## config.mk

```make
export PLATFORM = sky130hd
export DESIGN_NAME = tram_monitor
export DESIGN_NICKNAME = d
export VERILOG_FILES = /design/src/tram_pkg.sv /design/src/tram_monitor.sv /design/src/tram_averager.sv
export SDC_FILE = /design/constraint.sdc
export NUM_CORES = 1
export LEC_CHECK = 0
export BUFFER_PORTS_ARGS = -buffer_cell sky130_fd_sc_hd__buf_2
export CORE_UTILIZATION = 61
export DETAILED_ROUTE_END_ITERATION = 7
export PLACE_DENSITY = 0.79
export SLEW_MARGIN = 20
export SYNTH_ARGS = -nofsm -noshare
export SYNTH_HDL_FRONTEND = slang
export SYNTH_SLANG_ARGS = --single-unit
```

## constraint.sdc

```tcl
create_clock -name SYS_CLK -period 8.2 [get_ports SYS_CLK]
set_input_delay 0 -clock SYS_CLK [delete_from_list [all_inputs] [get_ports SYS_CLK]]
set_output_delay 0 -clock SYS_CLK [all_outputs]
set_load 0.005 [all_outputs]
```

## src/tram_pkg.sv

```systemverilog
// shared constants and types of the three rail alert monitor
package tram_pkg;
    localparam int DATA_W = 16;
    localparam int SUM_W = 18;
    localparam int NCH = 3;

    // register byte offsets
    localparam logic [7:0] OFS_CONFIG = 8'h00;
    localparam logic [7:0] OFS_CRIT_LIM0 = 8'h04;
    localparam logic [7:0] OFS_WARN_LIM0 = 8'h10;
    localparam logic [7:0] OFS_SUM_LIM = 8'h1C;
    localparam logic [7:0] OFS_SUM_CTRL = 8'h20;
    localparam logic [7:0] OFS_PV_UPPER = 8'h24;
    localparam logic [7:0] OFS_PV_LOWER = 8'h28;
    localparam logic [7:0] OFS_STATUS = 8'h2C;
    localparam logic [7:0] OFS_AVG0 = 8'h30;

    // configuration fields
    localparam int CFG_RST_BIT = 15;
    localparam int CFG_AVG_LSB = 9;
    localparam int CFG_MODE_LSB = 0;

    // status fields
    localparam int ST_CRIT_LSB = 0;
    localparam int ST_WARN_LSB = 3;
    localparam int ST_SUM_BIT = 6;
    localparam int ST_PV_BIT = 7;
    localparam int ST_TC_BIT = 8;
    localparam int ST_DONE_BIT = 9;

    // values after reset
    localparam logic [2:0] MODE_CONT_BOTH = 3'h7;
    localparam logic [2:0] AVG_RST = 3'h0;
    localparam logic [15:0] CRIT_LIM_RST = 16'h7FFF;
    localparam logic [15:0] WARN_LIM_RST = 16'h7FFF;
    localparam logic [15:0] SUM_LIM_RST = 16'h7FFF;
    localparam logic [3:0] SUM_CTRL_RST = 4'h0;
    localparam logic [15:0] PV_UPPER_RST = 16'h0100;
    localparam logic [15:0] PV_LOWER_RST = 16'h0080;

    // sequencing check: 1.2 V in bus codes of 8 mV
    localparam int TC_THRESH_MV = 1200;
    localparam int BUS_LSB_UV = 8000;
    localparam logic [15:0] TC_THRESH_CODE = 16'((TC_THRESH_MV * 1000) / BUS_LSB_UV);
    localparam logic [2:0] TC_CYCLES = 3'h4;

    typedef enum logic [2:0] {TC_WAIT_ONE, TC_WAIT_TWO, TC_PASS, TC_FAIL, TC_OFF} tram_tc_e;

    // divide factor of the averaging field as a right shift
    function automatic logic [3:0] avg_shift(input logic [2:0] f);
        case (f)
            3'h0: avg_shift = 4'h0;
            3'h1: avg_shift = 4'h2;
            3'h2: avg_shift = 4'h4;
            3'h3: avg_shift = 4'h6;
            3'h4: avg_shift = 4'h7;
            3'h5: avg_shift = 4'h8;
            3'h6: avg_shift = 4'h9;
            default: avg_shift = 4'hA;
        endcase
    endfunction : avg_shift
endpackage : tram_pkg

```

## src/tram_monitor.sv

```systemverilog
// alert evaluation, averaging, supply-good and sequencing check with APB registers
`timescale 1ns/1ps
`default_nettype none
// Notes on behaviour
// each shunt result above its channel critical limit pulls the critical pin low
// a per-channel critical flag is set to 1 in the status register
// selected shunt results are summed per cycle and checked against the sum limit
// each averaged shunt value above its warning limit pulls the warning pin low
// status shows which channel caused the warning
// supply good goes high only when all three bus voltages exceed the upper limit
// supply good goes low when any bus voltage is below lower limit; ranks second
// between the limits supply good keeps its previous state
// reset defaults the mode to continuous shunt and bus conversion
// the sequencing check waits for rail one at 1.2 V, then watches rail two
// rail two still below 1.2 V after four full cycles pulls the sequencing pin low
// a configuration write before the check ends turns the sequencing alert off
// once off it stays off until power-on or a software reset
// writing one to configuration bit 15 returns every register except supply good to its default
// software reset leaves supply good as it was until re-evaluated
// software reset restores the limit registers used by the supply good check
// the averager scales the difference of new sample and previous output
// the scaled difference plus previous output becomes the new average
// the done flag sets after a cycle; clears on configuration write or status read
// power-on loads every threshold register with its default
module tram_monitor (
    input wire logic SYS_CLK,
    input wire logic RESETN,
    input wire logic PSEL,
    input wire logic PENABLE,
    input wire logic PWRITE,
    input wire logic [7:0] PADDR,
    input wire logic [31:0] PWDATA,
    output logic [31:0] PRDATA,
    output logic PREADY,
    output logic PSLVERR,
    input wire logic SAMPLE_VALID,
    input wire logic SAMPLE_BUS,
    input wire logic [1:0] SAMPLE_CH,
    input wire logic [15:0] SAMPLE_DATA,
    output logic [2:0] CONV_MODE,
    output logic CRIT_PULL_OE,
    output logic WARN_PULL_OE,
    output logic PV_PULL_OE,
    output logic TC_PULL_OE
);
    logic [15:0] cfg_reg;
    logic [15:0] crit_lim_reg [0:2];
    logic [15:0] warn_lim_reg [0:2];
    logic [15:0] sum_lim_reg;
    logic [3:0] sum_ctrl_reg;
    logic [15:0] pv_hi_reg;
    logic [15:0] pv_lo_reg;
    logic [15:0] bus_reg [0:2];
    logic [2:0] crit_flag_reg;
    logic [2:0] warn_flag_reg;
    logic sum_flag_reg;
    logic done_flag_reg;
    logic pv_reg;
    logic srst_reg;
    logic cyc_d_reg;
    logic signed [17:0] acc_reg;
    tram_pkg::tram_tc_e tc_reg;
    logic [2:0] tc_cnt_reg;

    // bus decode; zero wait states so every access phase completes
    wire setup_ph = PSEL & ~PENABLE;
    wire wr_acc = PSEL & PENABLE & PWRITE;
    wire rd_acc = PSEL & PENABLE & ~PWRITE;
    wire cfg_wr = wr_acc & (PADDR == tram_pkg::OFS_CONFIG);
    wire soft_rst = cfg_wr & PWDATA[tram_pkg::CFG_RST_BIT];
    wire st_rd = rd_acc & (PADDR == tram_pkg::OFS_STATUS);

    function automatic logic is_ofs(input logic [7:0] a, input logic [7:0] base, input int idx);
        is_ofs = (a == 8'(base + 8'(idx * 4)));
    endfunction : is_ofs

    // sample decode
    wire ch_ok = SAMPLE_CH != 2'h3;
    wire shunt_v = SAMPLE_VALID & ~SAMPLE_BUS & ch_ok;
    wire bus_v = SAMPLE_VALID & SAMPLE_BUS & ch_ok;
    wire cycle_end = bus_v & (SAMPLE_CH == 2'h2);
    wire signed [15:0] samp_s = $signed(SAMPLE_DATA);

    logic [2:0] crit_hit;
    logic [2:0] warn_hit;
    logic [2:0] above_hi;
    logic [2:0] below_lo;
    logic [15:0] bus_now [0:2];
    wire avg_v;
    wire [1:0] avg_ch;
    wire [15:0] avg_val;
    wire [47:0] all_avg;

    always_comb begin
        for (int i = 0; i < 3; i++) begin
            crit_hit[i] = shunt_v & (SAMPLE_CH == 2'(i)) & (samp_s > $signed(crit_lim_reg[i]));
            warn_hit[i] = avg_v & (avg_ch == 2'(i)) & ($signed(avg_val) > $signed(warn_lim_reg[i]));
            bus_now[i] = (bus_v && SAMPLE_CH == 2'(i)) ? SAMPLE_DATA : bus_reg[i];
            above_hi[i] = bus_now[i] > pv_hi_reg;
            below_lo[i] = bus_now[i] < pv_lo_reg;
        end
    end

    // summation over the channels selected in sum control [2:0]; [3] enables
    wire sum_add = shunt_v & sum_ctrl_reg[SAMPLE_CH];
    wire signed [17:0] acc_upd = sum_add ? 18'(acc_reg + 18'(samp_s)) : acc_reg;
    wire sum_hit = cycle_end & sum_ctrl_reg[3] & (acc_upd > 18'($signed(sum_lim_reg)));

    wire [2:0] crit_next = (crit_flag_reg & ~{3{st_rd}}) | crit_hit;
    wire [2:0] warn_next = (warn_flag_reg & ~{3{st_rd}}) | warn_hit;
    wire sum_next = (sum_flag_reg & ~st_rd) | sum_hit;
    // set wins over clear for the done flag
    wire done_next = (done_flag_reg & ~(st_rd | cfg_wr)) | cyc_d_reg;

    // supply good: all-above outranks any-below; otherwise hold
    wire pv_next = (cycle_end & (&above_hi)) ? 1'b1 :
                   (cycle_end & (|below_lo)) ? 1'b0 : pv_reg;

    // sequencing check
    wire rail_one_up = bus_v & (SAMPLE_CH == 2'h0) & (SAMPLE_DATA >= tram_pkg::TC_THRESH_CODE);
    wire rail_two_up = bus_v & (SAMPLE_CH == 2'h1) & (SAMPLE_DATA >= tram_pkg::TC_THRESH_CODE);
    tram_pkg::tram_tc_e tc_next;
    logic [2:0] tc_cnt_next;

    always_comb begin
        tc_next = tc_reg;
        tc_cnt_next = tc_cnt_reg;
        case (tc_reg)
            tram_pkg::TC_WAIT_ONE: begin
                if (cfg_wr) tc_next = tram_pkg::TC_OFF;
                else if (rail_one_up) begin
                    tc_next = tram_pkg::TC_WAIT_TWO;
                    tc_cnt_next = 3'h0;
                end
            end
            tram_pkg::TC_WAIT_TWO: begin
                if (cfg_wr) tc_next = tram_pkg::TC_OFF;
                else if (rail_two_up) tc_next = tram_pkg::TC_PASS;
                else if (cycle_end) begin
                    tc_cnt_next = 3'(tc_cnt_reg + 3'h1);
                    if (tc_cnt_next == tram_pkg::TC_CYCLES) tc_next = tram_pkg::TC_FAIL;
                end
            end
            tram_pkg::TC_PASS: tc_next = tram_pkg::TC_PASS;
            tram_pkg::TC_FAIL: tc_next = tram_pkg::TC_FAIL;
            tram_pkg::TC_OFF: tc_next = tram_pkg::TC_OFF;
            default: tc_next = tram_pkg::TC_WAIT_ONE;
        endcase
    end

    // read mux; status read has its side effect in the access phase
    logic [31:0] rd_next;
    logic err_next;
    always_comb begin
        rd_next = 32'h0000_0000;
        err_next = 1'b0;
        if (PADDR == tram_pkg::OFS_CONFIG) rd_next = {16'h0000, 1'b0, cfg_reg[14:0]};
        else if (PADDR == tram_pkg::OFS_SUM_LIM) rd_next = {16'h0000, sum_lim_reg};
        else if (PADDR == tram_pkg::OFS_SUM_CTRL) rd_next = {28'h0000000, sum_ctrl_reg};
        else if (PADDR == tram_pkg::OFS_PV_UPPER) rd_next = {16'h0000, pv_hi_reg};
        else if (PADDR == tram_pkg::OFS_PV_LOWER) rd_next = {16'h0000, pv_lo_reg};
        else if (PADDR == tram_pkg::OFS_STATUS) begin
            rd_next = {22'h000000, done_flag_reg, (tc_reg == tram_pkg::TC_FAIL), pv_reg,
                       sum_flag_reg, warn_flag_reg, crit_flag_reg};
        end else begin
            err_next = 1'b1;
            for (int i = 0; i < 3; i++) begin
                if (is_ofs(PADDR, tram_pkg::OFS_CRIT_LIM0, i)) begin
                    rd_next = {16'h0000, crit_lim_reg[i]};
                    err_next = 1'b0;
                end
                if (is_ofs(PADDR, tram_pkg::OFS_WARN_LIM0, i)) begin
                    rd_next = {16'h0000, warn_lim_reg[i]};
                    err_next = 1'b0;
                end
                if (is_ofs(PADDR, tram_pkg::OFS_AVG0, i)) begin
                    rd_next = {16'h0000, all_avg[i*16 +: 16]};
                    err_next = 1'b0;
                end
            end
        end
    end

    tram_averager u_avg (
        .clk(SYS_CLK),
        .rst_n(RESETN),
        .srst(srst_reg),
        .in_valid(shunt_v),
        .in_ch(SAMPLE_CH),
        .in_data(SAMPLE_DATA),
        .factor(cfg_reg[tram_pkg::CFG_AVG_LSB +: 3]),
        .out_valid(avg_v),
        .out_ch(avg_ch),
        .out_avg(avg_val),
        .all_avg(all_avg)
    );

    // registers and flags; soft reset reaches all but supply good
    always_ff @(posedge SYS_CLK or negedge RESETN) begin
        if (!RESETN) begin
            cfg_reg <= {4'h0, tram_pkg::AVG_RST, 6'h00, tram_pkg::MODE_CONT_BOTH};
            for (int i = 0; i < 3; i++) begin
                crit_lim_reg[i] <= tram_pkg::CRIT_LIM_RST;
                warn_lim_reg[i] <= tram_pkg::WARN_LIM_RST;
                bus_reg[i] <= 16'h0000;
            end
            sum_lim_reg <= tram_pkg::SUM_LIM_RST;
            sum_ctrl_reg <= tram_pkg::SUM_CTRL_RST;
            pv_hi_reg <= tram_pkg::PV_UPPER_RST;
            pv_lo_reg <= tram_pkg::PV_LOWER_RST;
            crit_flag_reg <= 3'h0;
            warn_flag_reg <= 3'h0;
            sum_flag_reg <= 1'b0;
            done_flag_reg <= 1'b0;
            cyc_d_reg <= 1'b0;
            acc_reg <= '0;
            tc_reg <= tram_pkg::TC_WAIT_ONE;
            tc_cnt_reg <= 3'h0;
        end else if (srst_reg) begin
            cfg_reg <= {4'h0, tram_pkg::AVG_RST, 6'h00, tram_pkg::MODE_CONT_BOTH};
            for (int i = 0; i < 3; i++) begin
                crit_lim_reg[i] <= tram_pkg::CRIT_LIM_RST;
                warn_lim_reg[i] <= tram_pkg::WARN_LIM_RST;
                bus_reg[i] <= 16'h0000;
            end
            sum_lim_reg <= tram_pkg::SUM_LIM_RST;
            sum_ctrl_reg <= tram_pkg::SUM_CTRL_RST;
            pv_hi_reg <= tram_pkg::PV_UPPER_RST;
            pv_lo_reg <= tram_pkg::PV_LOWER_RST;
            crit_flag_reg <= 3'h0;
            warn_flag_reg <= 3'h0;
            sum_flag_reg <= 1'b0;
            done_flag_reg <= 1'b0;
            cyc_d_reg <= 1'b0;
            acc_reg <= '0;
            tc_reg <= tram_pkg::TC_WAIT_ONE;
            tc_cnt_reg <= 3'h0;
        end else begin
            if (cfg_wr) cfg_reg <= {1'b0, PWDATA[14:0]};
            for (int i = 0; i < 3; i++) begin
                if (wr_acc && is_ofs(PADDR, tram_pkg::OFS_CRIT_LIM0, i)) crit_lim_reg[i] <= PWDATA[15:0];
                if (wr_acc && is_ofs(PADDR, tram_pkg::OFS_WARN_LIM0, i)) warn_lim_reg[i] <= PWDATA[15:0];
                if (bus_v && SAMPLE_CH == 2'(i)) bus_reg[i] <= SAMPLE_DATA;
            end
            if (wr_acc && PADDR == tram_pkg::OFS_SUM_LIM) sum_lim_reg <= PWDATA[15:0];
            if (wr_acc && PADDR == tram_pkg::OFS_SUM_CTRL) sum_ctrl_reg <= PWDATA[3:0];
            if (wr_acc && PADDR == tram_pkg::OFS_PV_UPPER) pv_hi_reg <= PWDATA[15:0];
            if (wr_acc && PADDR == tram_pkg::OFS_PV_LOWER) pv_lo_reg <= PWDATA[15:0];
            crit_flag_reg <= crit_next;
            warn_flag_reg <= warn_next;
            sum_flag_reg <= sum_next;
            done_flag_reg <= done_next;
            cyc_d_reg <= cycle_end;
            acc_reg <= cycle_end ? 18'h00000 : acc_upd;
            tc_reg <= tc_next;
            tc_cnt_reg <= tc_cnt_next;
        end
    end

    // supply good survives the soft reset
    always_ff @(posedge SYS_CLK or negedge RESETN) begin
        if (!RESETN) begin
            pv_reg <= 1'b0;
            srst_reg <= 1'b0;
        end else begin
            pv_reg <= pv_next;
            srst_reg <= soft_rst;
        end
    end

    // pins and bus outputs, all from flip-flops
    always_ff @(posedge SYS_CLK or negedge RESETN) begin
        if (!RESETN) begin
            PRDATA <= 32'h0000_0000;
            PSLVERR <= 1'b0;
            PREADY <= 1'b0;
            CONV_MODE <= tram_pkg::MODE_CONT_BOTH;
            CRIT_PULL_OE <= 1'b0;
            WARN_PULL_OE <= 1'b0;
            PV_PULL_OE <= 1'b1;
            TC_PULL_OE <= 1'b0;
        end else begin
            PREADY <= 1'b1;
            if (setup_ph) begin
                PRDATA <= PWRITE ? 32'h0000_0000 : rd_next;
                PSLVERR <= err_next;
            end
            CONV_MODE <= srst_reg ? tram_pkg::MODE_CONT_BOTH : (cfg_wr ? PWDATA[2:0] : cfg_reg[2:0]);
            CRIT_PULL_OE <= ~srst_reg & ((|crit_next) | sum_next);
            WARN_PULL_OE <= ~srst_reg & (|warn_next);
            PV_PULL_OE <= ~pv_next;
            TC_PULL_OE <= ~srst_reg & (tc_next == tram_pkg::TC_FAIL);
        end
    end

    crit_pin_a: assert property (@(posedge SYS_CLK) disable iff (!RESETN)
        (|crit_hit && !srst_reg) |=> CRIT_PULL_OE)
        else $error("critical pin not pulled after limit exceeded");
    crit_flag_a: assert property (@(posedge SYS_CLK) disable iff (!RESETN)
        (crit_hit[0] && !srst_reg) |=> crit_flag_reg[0])
        else $error("critical flag of rail one not set");
    sum_alert_a: assert property (@(posedge SYS_CLK) disable iff (!RESETN)
        (sum_hit && !srst_reg) |=> sum_flag_reg && CRIT_PULL_OE)
        else $error("sum limit breach not reported");
    warn_pin_a: assert property (@(posedge SYS_CLK) disable iff (!RESETN)
        (|warn_hit && !srst_reg) |=> WARN_PULL_OE && (warn_flag_reg != 3'h0))
        else $error("warning not raised");
    pv_rise_a: assert property (@(posedge SYS_CLK) disable iff (!RESETN)
        $rose(pv_reg) |-> $past(cycle_end) && $past(&above_hi))
        else $error("supply good rose without all rails above upper limit");
    pv_fall_a: assert property (@(posedge SYS_CLK) disable iff (!RESETN)
        (cycle_end && |below_lo && !(&above_hi)) |=> !pv_reg && PV_PULL_OE)
        else $error("supply good did not fall");
    pv_hold_a: assert property (@(posedge SYS_CLK) disable iff (!RESETN)
        !cycle_end |=> $stable(pv_reg))
        else $error("supply good changed outside evaluation");
    tc_off_a: assert property (@(posedge SYS_CLK) disable iff (!RESETN)
        (cfg_wr && !srst_reg && (tc_reg == tram_pkg::TC_WAIT_ONE || tc_reg == tram_pkg::TC_WAIT_TWO))
        |=> tc_reg == tram_pkg::TC_OFF)
        else $error("sequencing alert not disabled by configuration write");
    tc_fail_a: assert property (@(posedge SYS_CLK) disable iff (!RESETN)
        (tc_reg == tram_pkg::TC_FAIL && !srst_reg) |=> TC_PULL_OE)
        else $error("sequencing pin not pulled in fail state");
    srst_lim_a: assert property (@(posedge SYS_CLK) disable iff (!RESETN)
        srst_reg |=> pv_hi_reg == tram_pkg::PV_UPPER_RST && pv_lo_reg == tram_pkg::PV_LOWER_RST)
        else $error("limits not restored by software reset");
    done_set_a: assert property (@(posedge SYS_CLK) disable iff (!RESETN)
        (cycle_end && !srst_reg && !soft_rst) |-> ##2 done_flag_reg)
        else $error("done flag not set after cycle");
endmodule : tram_monitor
`default_nettype wire

```

## src/tram_averager.sv

```systemverilog
// recursive averaging filter, one stored average per channel
`timescale 1ns/1ps
`default_nettype none
module tram_averager (
    input wire logic clk,
    input wire logic rst_n,
    input wire logic srst,
    input wire logic in_valid,
    input wire logic [1:0] in_ch,
    input wire logic [15:0] in_data,
    input wire logic [2:0] factor,
    output logic out_valid,
    output logic [1:0] out_ch,
    output logic [15:0] out_avg,
    output logic [47:0] all_avg
);
    logic signed [15:0] avg_reg [0:2];
    logic signed [17:0] diff;
    logic signed [17:0] step;
    logic signed [17:0] sum;
    logic [15:0] avg_next;

    assign diff = 18'($signed(in_data)) - 18'(avg_reg[in_ch]);
    // arithmetic shift keeps negative steps from rounding toward the top
    assign step = diff >>> tram_pkg::avg_shift(factor);
    assign sum = 18'(avg_reg[in_ch]) + step;
    assign avg_next = sum[15:0];

    always_ff @(posedge clk or negedge rst_n) begin
        if (!rst_n) begin
            for (int i = 0; i < 3; i++) avg_reg[i] <= '0;
            out_valid <= 1'b0;
            out_ch <= 2'h0;
            out_avg <= 16'h0000;
        end else if (srst) begin
            for (int i = 0; i < 3; i++) avg_reg[i] <= '0;
            out_valid <= 1'b0;
            out_ch <= 2'h0;
            out_avg <= 16'h0000;
        end else begin
            out_valid <= in_valid;
            if (in_valid) begin
                avg_reg[in_ch] <= avg_next;
                out_ch <= in_ch;
                out_avg <= avg_next;
            end
        end
    end

    assign all_avg = {avg_reg[2], avg_reg[1], avg_reg[0]};
endmodule : tram_averager
`default_nettype wire

```

==> metrics.md <==
| Metric | Value |
|---|---|
| Outcome | completed |
| Largest net degree at the start of global routing | 79 |
| DRC violations left | 0 |
| Placer congestion estimate | 1.08 |
| Number of enable flip-flop cells after synthesis | 0 |
| Number of violations of the max-capacitance limit | 0 |
| Layout Cells excl Fill | 3292 |
| Crit path kind | flop to flop |
| Number of hold violations in the final report | 0 |
| Areal power density over the cells | 253 nW/um2 |
| Number of port buffers | 73 |
| Routed Wire Length | 89400 um |
| Sequential share of the synthesized area | 36.1% |
| Worst endpoint required time | 8.63 ns |
| Number of antenna violations at the first check in global routing | 1 |
| CTS tree | done |
| Library cells used by synthesis | 86 |
| Final setup TNS | 0 ns |
| Worst skew pair latency | 0.58 ns |
| Die height | 200 um |
| Unrepaired setup endpoints after global routing | false |
| Detail Placement HPWL | 65900 um |
| Core area | 38000 um2 |
| Die width | 200 um |
| Wire length of the first global-routing pass | 132000 um |
| Fraction of final layout cells sized beyond drive strength 1 | 13.2% |
| Leak | 12.3 nW |
| Final period demand of the worst path | 6.41 ns |
| Global routing usage summed across all routing layers | 45.6% |
| Antenna viol nets, final | 0 |
| Drt wl/cell | 27.2 um |
| Post-synth ARST share | 100% |
| Post-CTS setup-driven buffer insertion count | 0 |
| Max Clock Freq | 156 MHz |
| Flip-flop cell with the highest count after synthesis | sky130_fd_sc_hd__dfrtp_1 |
| Sinks on the clock net | 338 |
| Sort of element at the start of the critical path | flop |
| Post-CTS sizing | 0 |
| Worst Skew | 0.0209 ns |
| Worst-path maximum fanout | 4 |
| Fin nets | 3075 |
| Worst Slack Setup Final | 1.79 ns |
| Final slew viol count | 0 |
| Number of global-route vias before repair | 21300 |
| Data arrival time at the worst-slack endpoint | 6.84 ns |
| Synthesized instance count | 2729 |
| DRT iter0 DRCs | 2908 |
| Top Ports | 106 |
| Peak ir drop on the vdd network | 234 uV |
| Maximum clock insertion buffer count | 3 |
| Count of standard-cell rows | 71 |
| Number of warnings reported in the yosys synthesis log | 0 |
| Leading cell type in the layout, fill and taps excluded | sky130_fd_sc_hd__nand2_1 |
| Area enclosed by the die boundary | 39800 um2 |
| Area growth syn-to-layout | 9.47% |
| Commonest cells after routing, fill and taps aside | sky130_fd_sc_hd__nand2_1 (393), sky130_fd_sc_hd__ha_1 (258), sky130_fd_sc_hd__dfrtp_1 (223), sky130_fd_sc_hd__a21oi_1 (208), sky130_fd_sc_hd__inv_1 (184) |
| Initial Utilization | 62.6% |
| Overall power | 6.60 mW |
| Critical Path End Type | flop |
| Library cell used as clock root buffer | sky130_fd_sc_hd__clkbuf_16 |
| Total CTS buffers | 38 |
| Worst Max-Slew Pin Slew | 1.12 ns |
| Final worst path period share | 78.2% |
| Number of buffers added to fix hold violations after cts | 22 |
| Placed cell count | 3198 |
| Slew headroom | 23.3% |
| H-Tree Depth | 2 |
| Final setup violation count | 0 |
| DR vias | 22400 |
| Pre-CTS worst setup slack | 1.49 ns |
| Mean instance size in the synthesized netlist | 8.72 um2 |
| Number of detailed-route iterations in the first pass | 6 |
| Seq cells post-synth | 338 |
| Via count normalized by instance count | 6.82 |
| Clock transition time at the flip-flop clock pins of the worst setup and hold paths | 0.07 ns |
| Remaining global-route overflow | 0 |
| Worst min path class | input port to flop |
| Post-Syn Area | 23800 um2 |
## worst max-delay path, cell delays in order, from the launching register on
cell and delay [ns]:
sky130_fd_sc_hd__dfrtp_1 0.40, sky130_fd_sc_hd__mux2i_1 0.14, sky130_fd_sc_hd__nor2_1 0.06, sky130_fd_sc_hd__a21oi_1 0.38
sky130_fd_sc_hd__inv_1 0.15, sky130_fd_sc_hd__fa_1 0.44, sky130_fd_sc_hd__nand3b_1 0.20, sky130_fd_sc_hd__a31oi_1 0.33
sky130_fd_sc_hd__o21ai_0 0.25, sky130_fd_sc_hd__a211oi_1 0.28, sky130_fd_sc_hd__and3_1 0.26, sky130_fd_sc_hd__nand2_1 0.08
sky130_fd_sc_hd__o211ai_1 0.19, sky130_fd_sc_hd__o21ai_0 0.15, sky130_fd_sc_hd__a311oi_1 0.36, sky130_fd_sc_hd__ha_1 0.33
sky130_fd_sc_hd__nor2b_1 0.15, sky130_fd_sc_hd__o21ai_0 0.19, sky130_fd_sc_hd__a21boi_0 0.17, sky130_fd_sc_hd__o211ai_1 0.28
sky130_fd_sc_hd__a21oi_1 0.16, sky130_fd_sc_hd__o31a_1 0.35, sky130_fd_sc_hd__o2111a_1 0.24, sky130_fd_sc_hd__a211oi_1 0.61
sky130_fd_sc_hd__o31ai_1 0.13
## cell usage after synthesis (15+ instances only)
| master | number | area (um2) |
|---|---|---|
| sky130_fd_sc_hd__mux2i_1 | 34 | 340 |
| sky130_fd_sc_hd__o31ai_1 | 20 | 150 |
| sky130_fd_sc_hd__a31oi_1 | 19 | 119 |
| sky130_fd_sc_hd__inv_1 | 185 | 694 |
| sky130_fd_sc_hd__dfstp_2 | 114 | 3000 |
| sky130_fd_sc_hd__o211ai_1 | 113 | 848 |
| sky130_fd_sc_hd__and2_1 | 51 | 319 |
| sky130_fd_sc_hd__clkbuf_1 | 132 | 495 |
| sky130_fd_sc_hd__buf_4 | 16 | 120 |
| sky130_fd_sc_hd__a21oi_1 | 208 | 1040 |
| sky130_fd_sc_hd__a21o_1 | 63 | 473 |
| sky130_fd_sc_hd__nand2b_1 | 22 | 138 |
| sky130_fd_sc_hd__nor2b_1 | 43 | 269 |
| sky130_fd_sc_hd__nand2_1 | 394 | 1480 |
| sky130_fd_sc_hd__nor4_1 | 16 | 100 |
| sky130_fd_sc_hd__nor2_1 | 141 | 529 |
| sky130_fd_sc_hd__nand4_1 | 44 | 275 |
| sky130_fd_sc_hd__a221oi_1 | 23 | 201 |
| sky130_fd_sc_hd__nand3_1 | 75 | 375 |
| sky130_fd_sc_hd__o21a_1 | 22 | 165 |
| sky130_fd_sc_hd__xnor2_1 | 15 | 131 |
| sky130_fd_sc_hd__a22oi_1 | 24 | 180 |
| sky130_fd_sc_hd__xor2_1 | 19 | 166 |
| sky130_fd_sc_hd__a211oi_1 | 29 | 218 |
| sky130_fd_sc_hd__dfrtp_1 | 224 | 5610 |
| sky130_fd_sc_hd__ha_1 | 258 | 3230 |
| sky130_fd_sc_hd__mux2_2 | 46 | 518 |
| sky130_fd_sc_hd__o21ai_0 | 131 | 656 |
| sky130_fd_sc_hd__nor3_1 | 36 | 180 |
## final cells by class
cell class	count	area, um2
clock buffer	52	1080
antenna	3	7.51
fill	3080	12000
tap	511	639
multi-input combinational	2053	13900
timing repair buffer	133	881
clock inverter	17	206
sequential	338	8600
inverter	185	699
## metrics by stage
step / utilization [%] / instance area, um2 / hold WS, ns
2_1_floorplan: - / 23900 / -0.296
3_3_place_gp: 64.5 / 24500 / -0.0549
3_5_place_dp: 64.5 / 24500 / -0.0427
4_1_cts: 68.5 / 26000 / 0.00684
5_1_grt: 68.5 / 26100 / 0.0781
6_report: 68.5 / 26100 / 0.0514
## path summary, 6_finish.rpt
| path | cells after the start | slack, ns | to | start |
|---|---|---|---|---|
| min in group asynchronous | 3 | 0.54 | cfg_reg[14]$_DFFE_PN0P_ | RESETN |
| max in group asynchronous | 5 | 5.58 | u_avg.all_avg[45]$_DFFE_PN0P_ | RESETN |
| worst max register to register | 24 | 1.79 | u_avg.all_avg[46]$_DFFE_PN0P_ | u_avg.all_avg[17]$_DFFE_PN0P_ |
| worst min-delay path | 4 | 0.05 | PSLVERR$_DFFE_PN0P_ | PADDR[7] |
| worst max-delay path | 24 | 1.79 | u_avg.all_avg[46]$_DFFE_PN0P_ | u_avg.all_avg[17]$_DFFE_PN0P_ |
| worst min register to register | 2 | 0.49 | PRDATA[12]$_DFFE_PN0P_ | PRDATA[12]$_DFFE_PN0P_ |
## per-layer routing
| metal | track usage [%] | share of wire (%) | up-vias |
|---|---|---|---|
| met5 | 0 | 0 | - |
| met4 | 30.9 | 7.5 | 0 |
| met3 | 10.3 | 11 | 257 |
| met2 | 66.3 | 42 | 1425 |
| met1 | 60.3 | 39 | 10900 |
| li1 | - | - | 9888 |
## power breakdown
part / leakage [nW] / total [mW] / switching [mW] / internal (mW)
Combinational: 7.61 / 2.50 / 1.55 / 0.953
Clock: 0.637 / 1.81 / 0.754 / 1.06
Sequential: 4.08 / 2.28 / 0.346 / 1.94
## logic make-up after synthesis
family,count (synthesis),share of synthesized area (%)
xor gates and xnor gates,34,1.25
AOI/OAI and AO/OA,775,21.6
adders and majority gates,261,13.8
other,2,0.0315
muxes,83,3.89
and+or+nand+nor,883,17.4
DFF,338,36.1
buffers and inverters,353,5.87
Power figures use the tool's default switching activity.
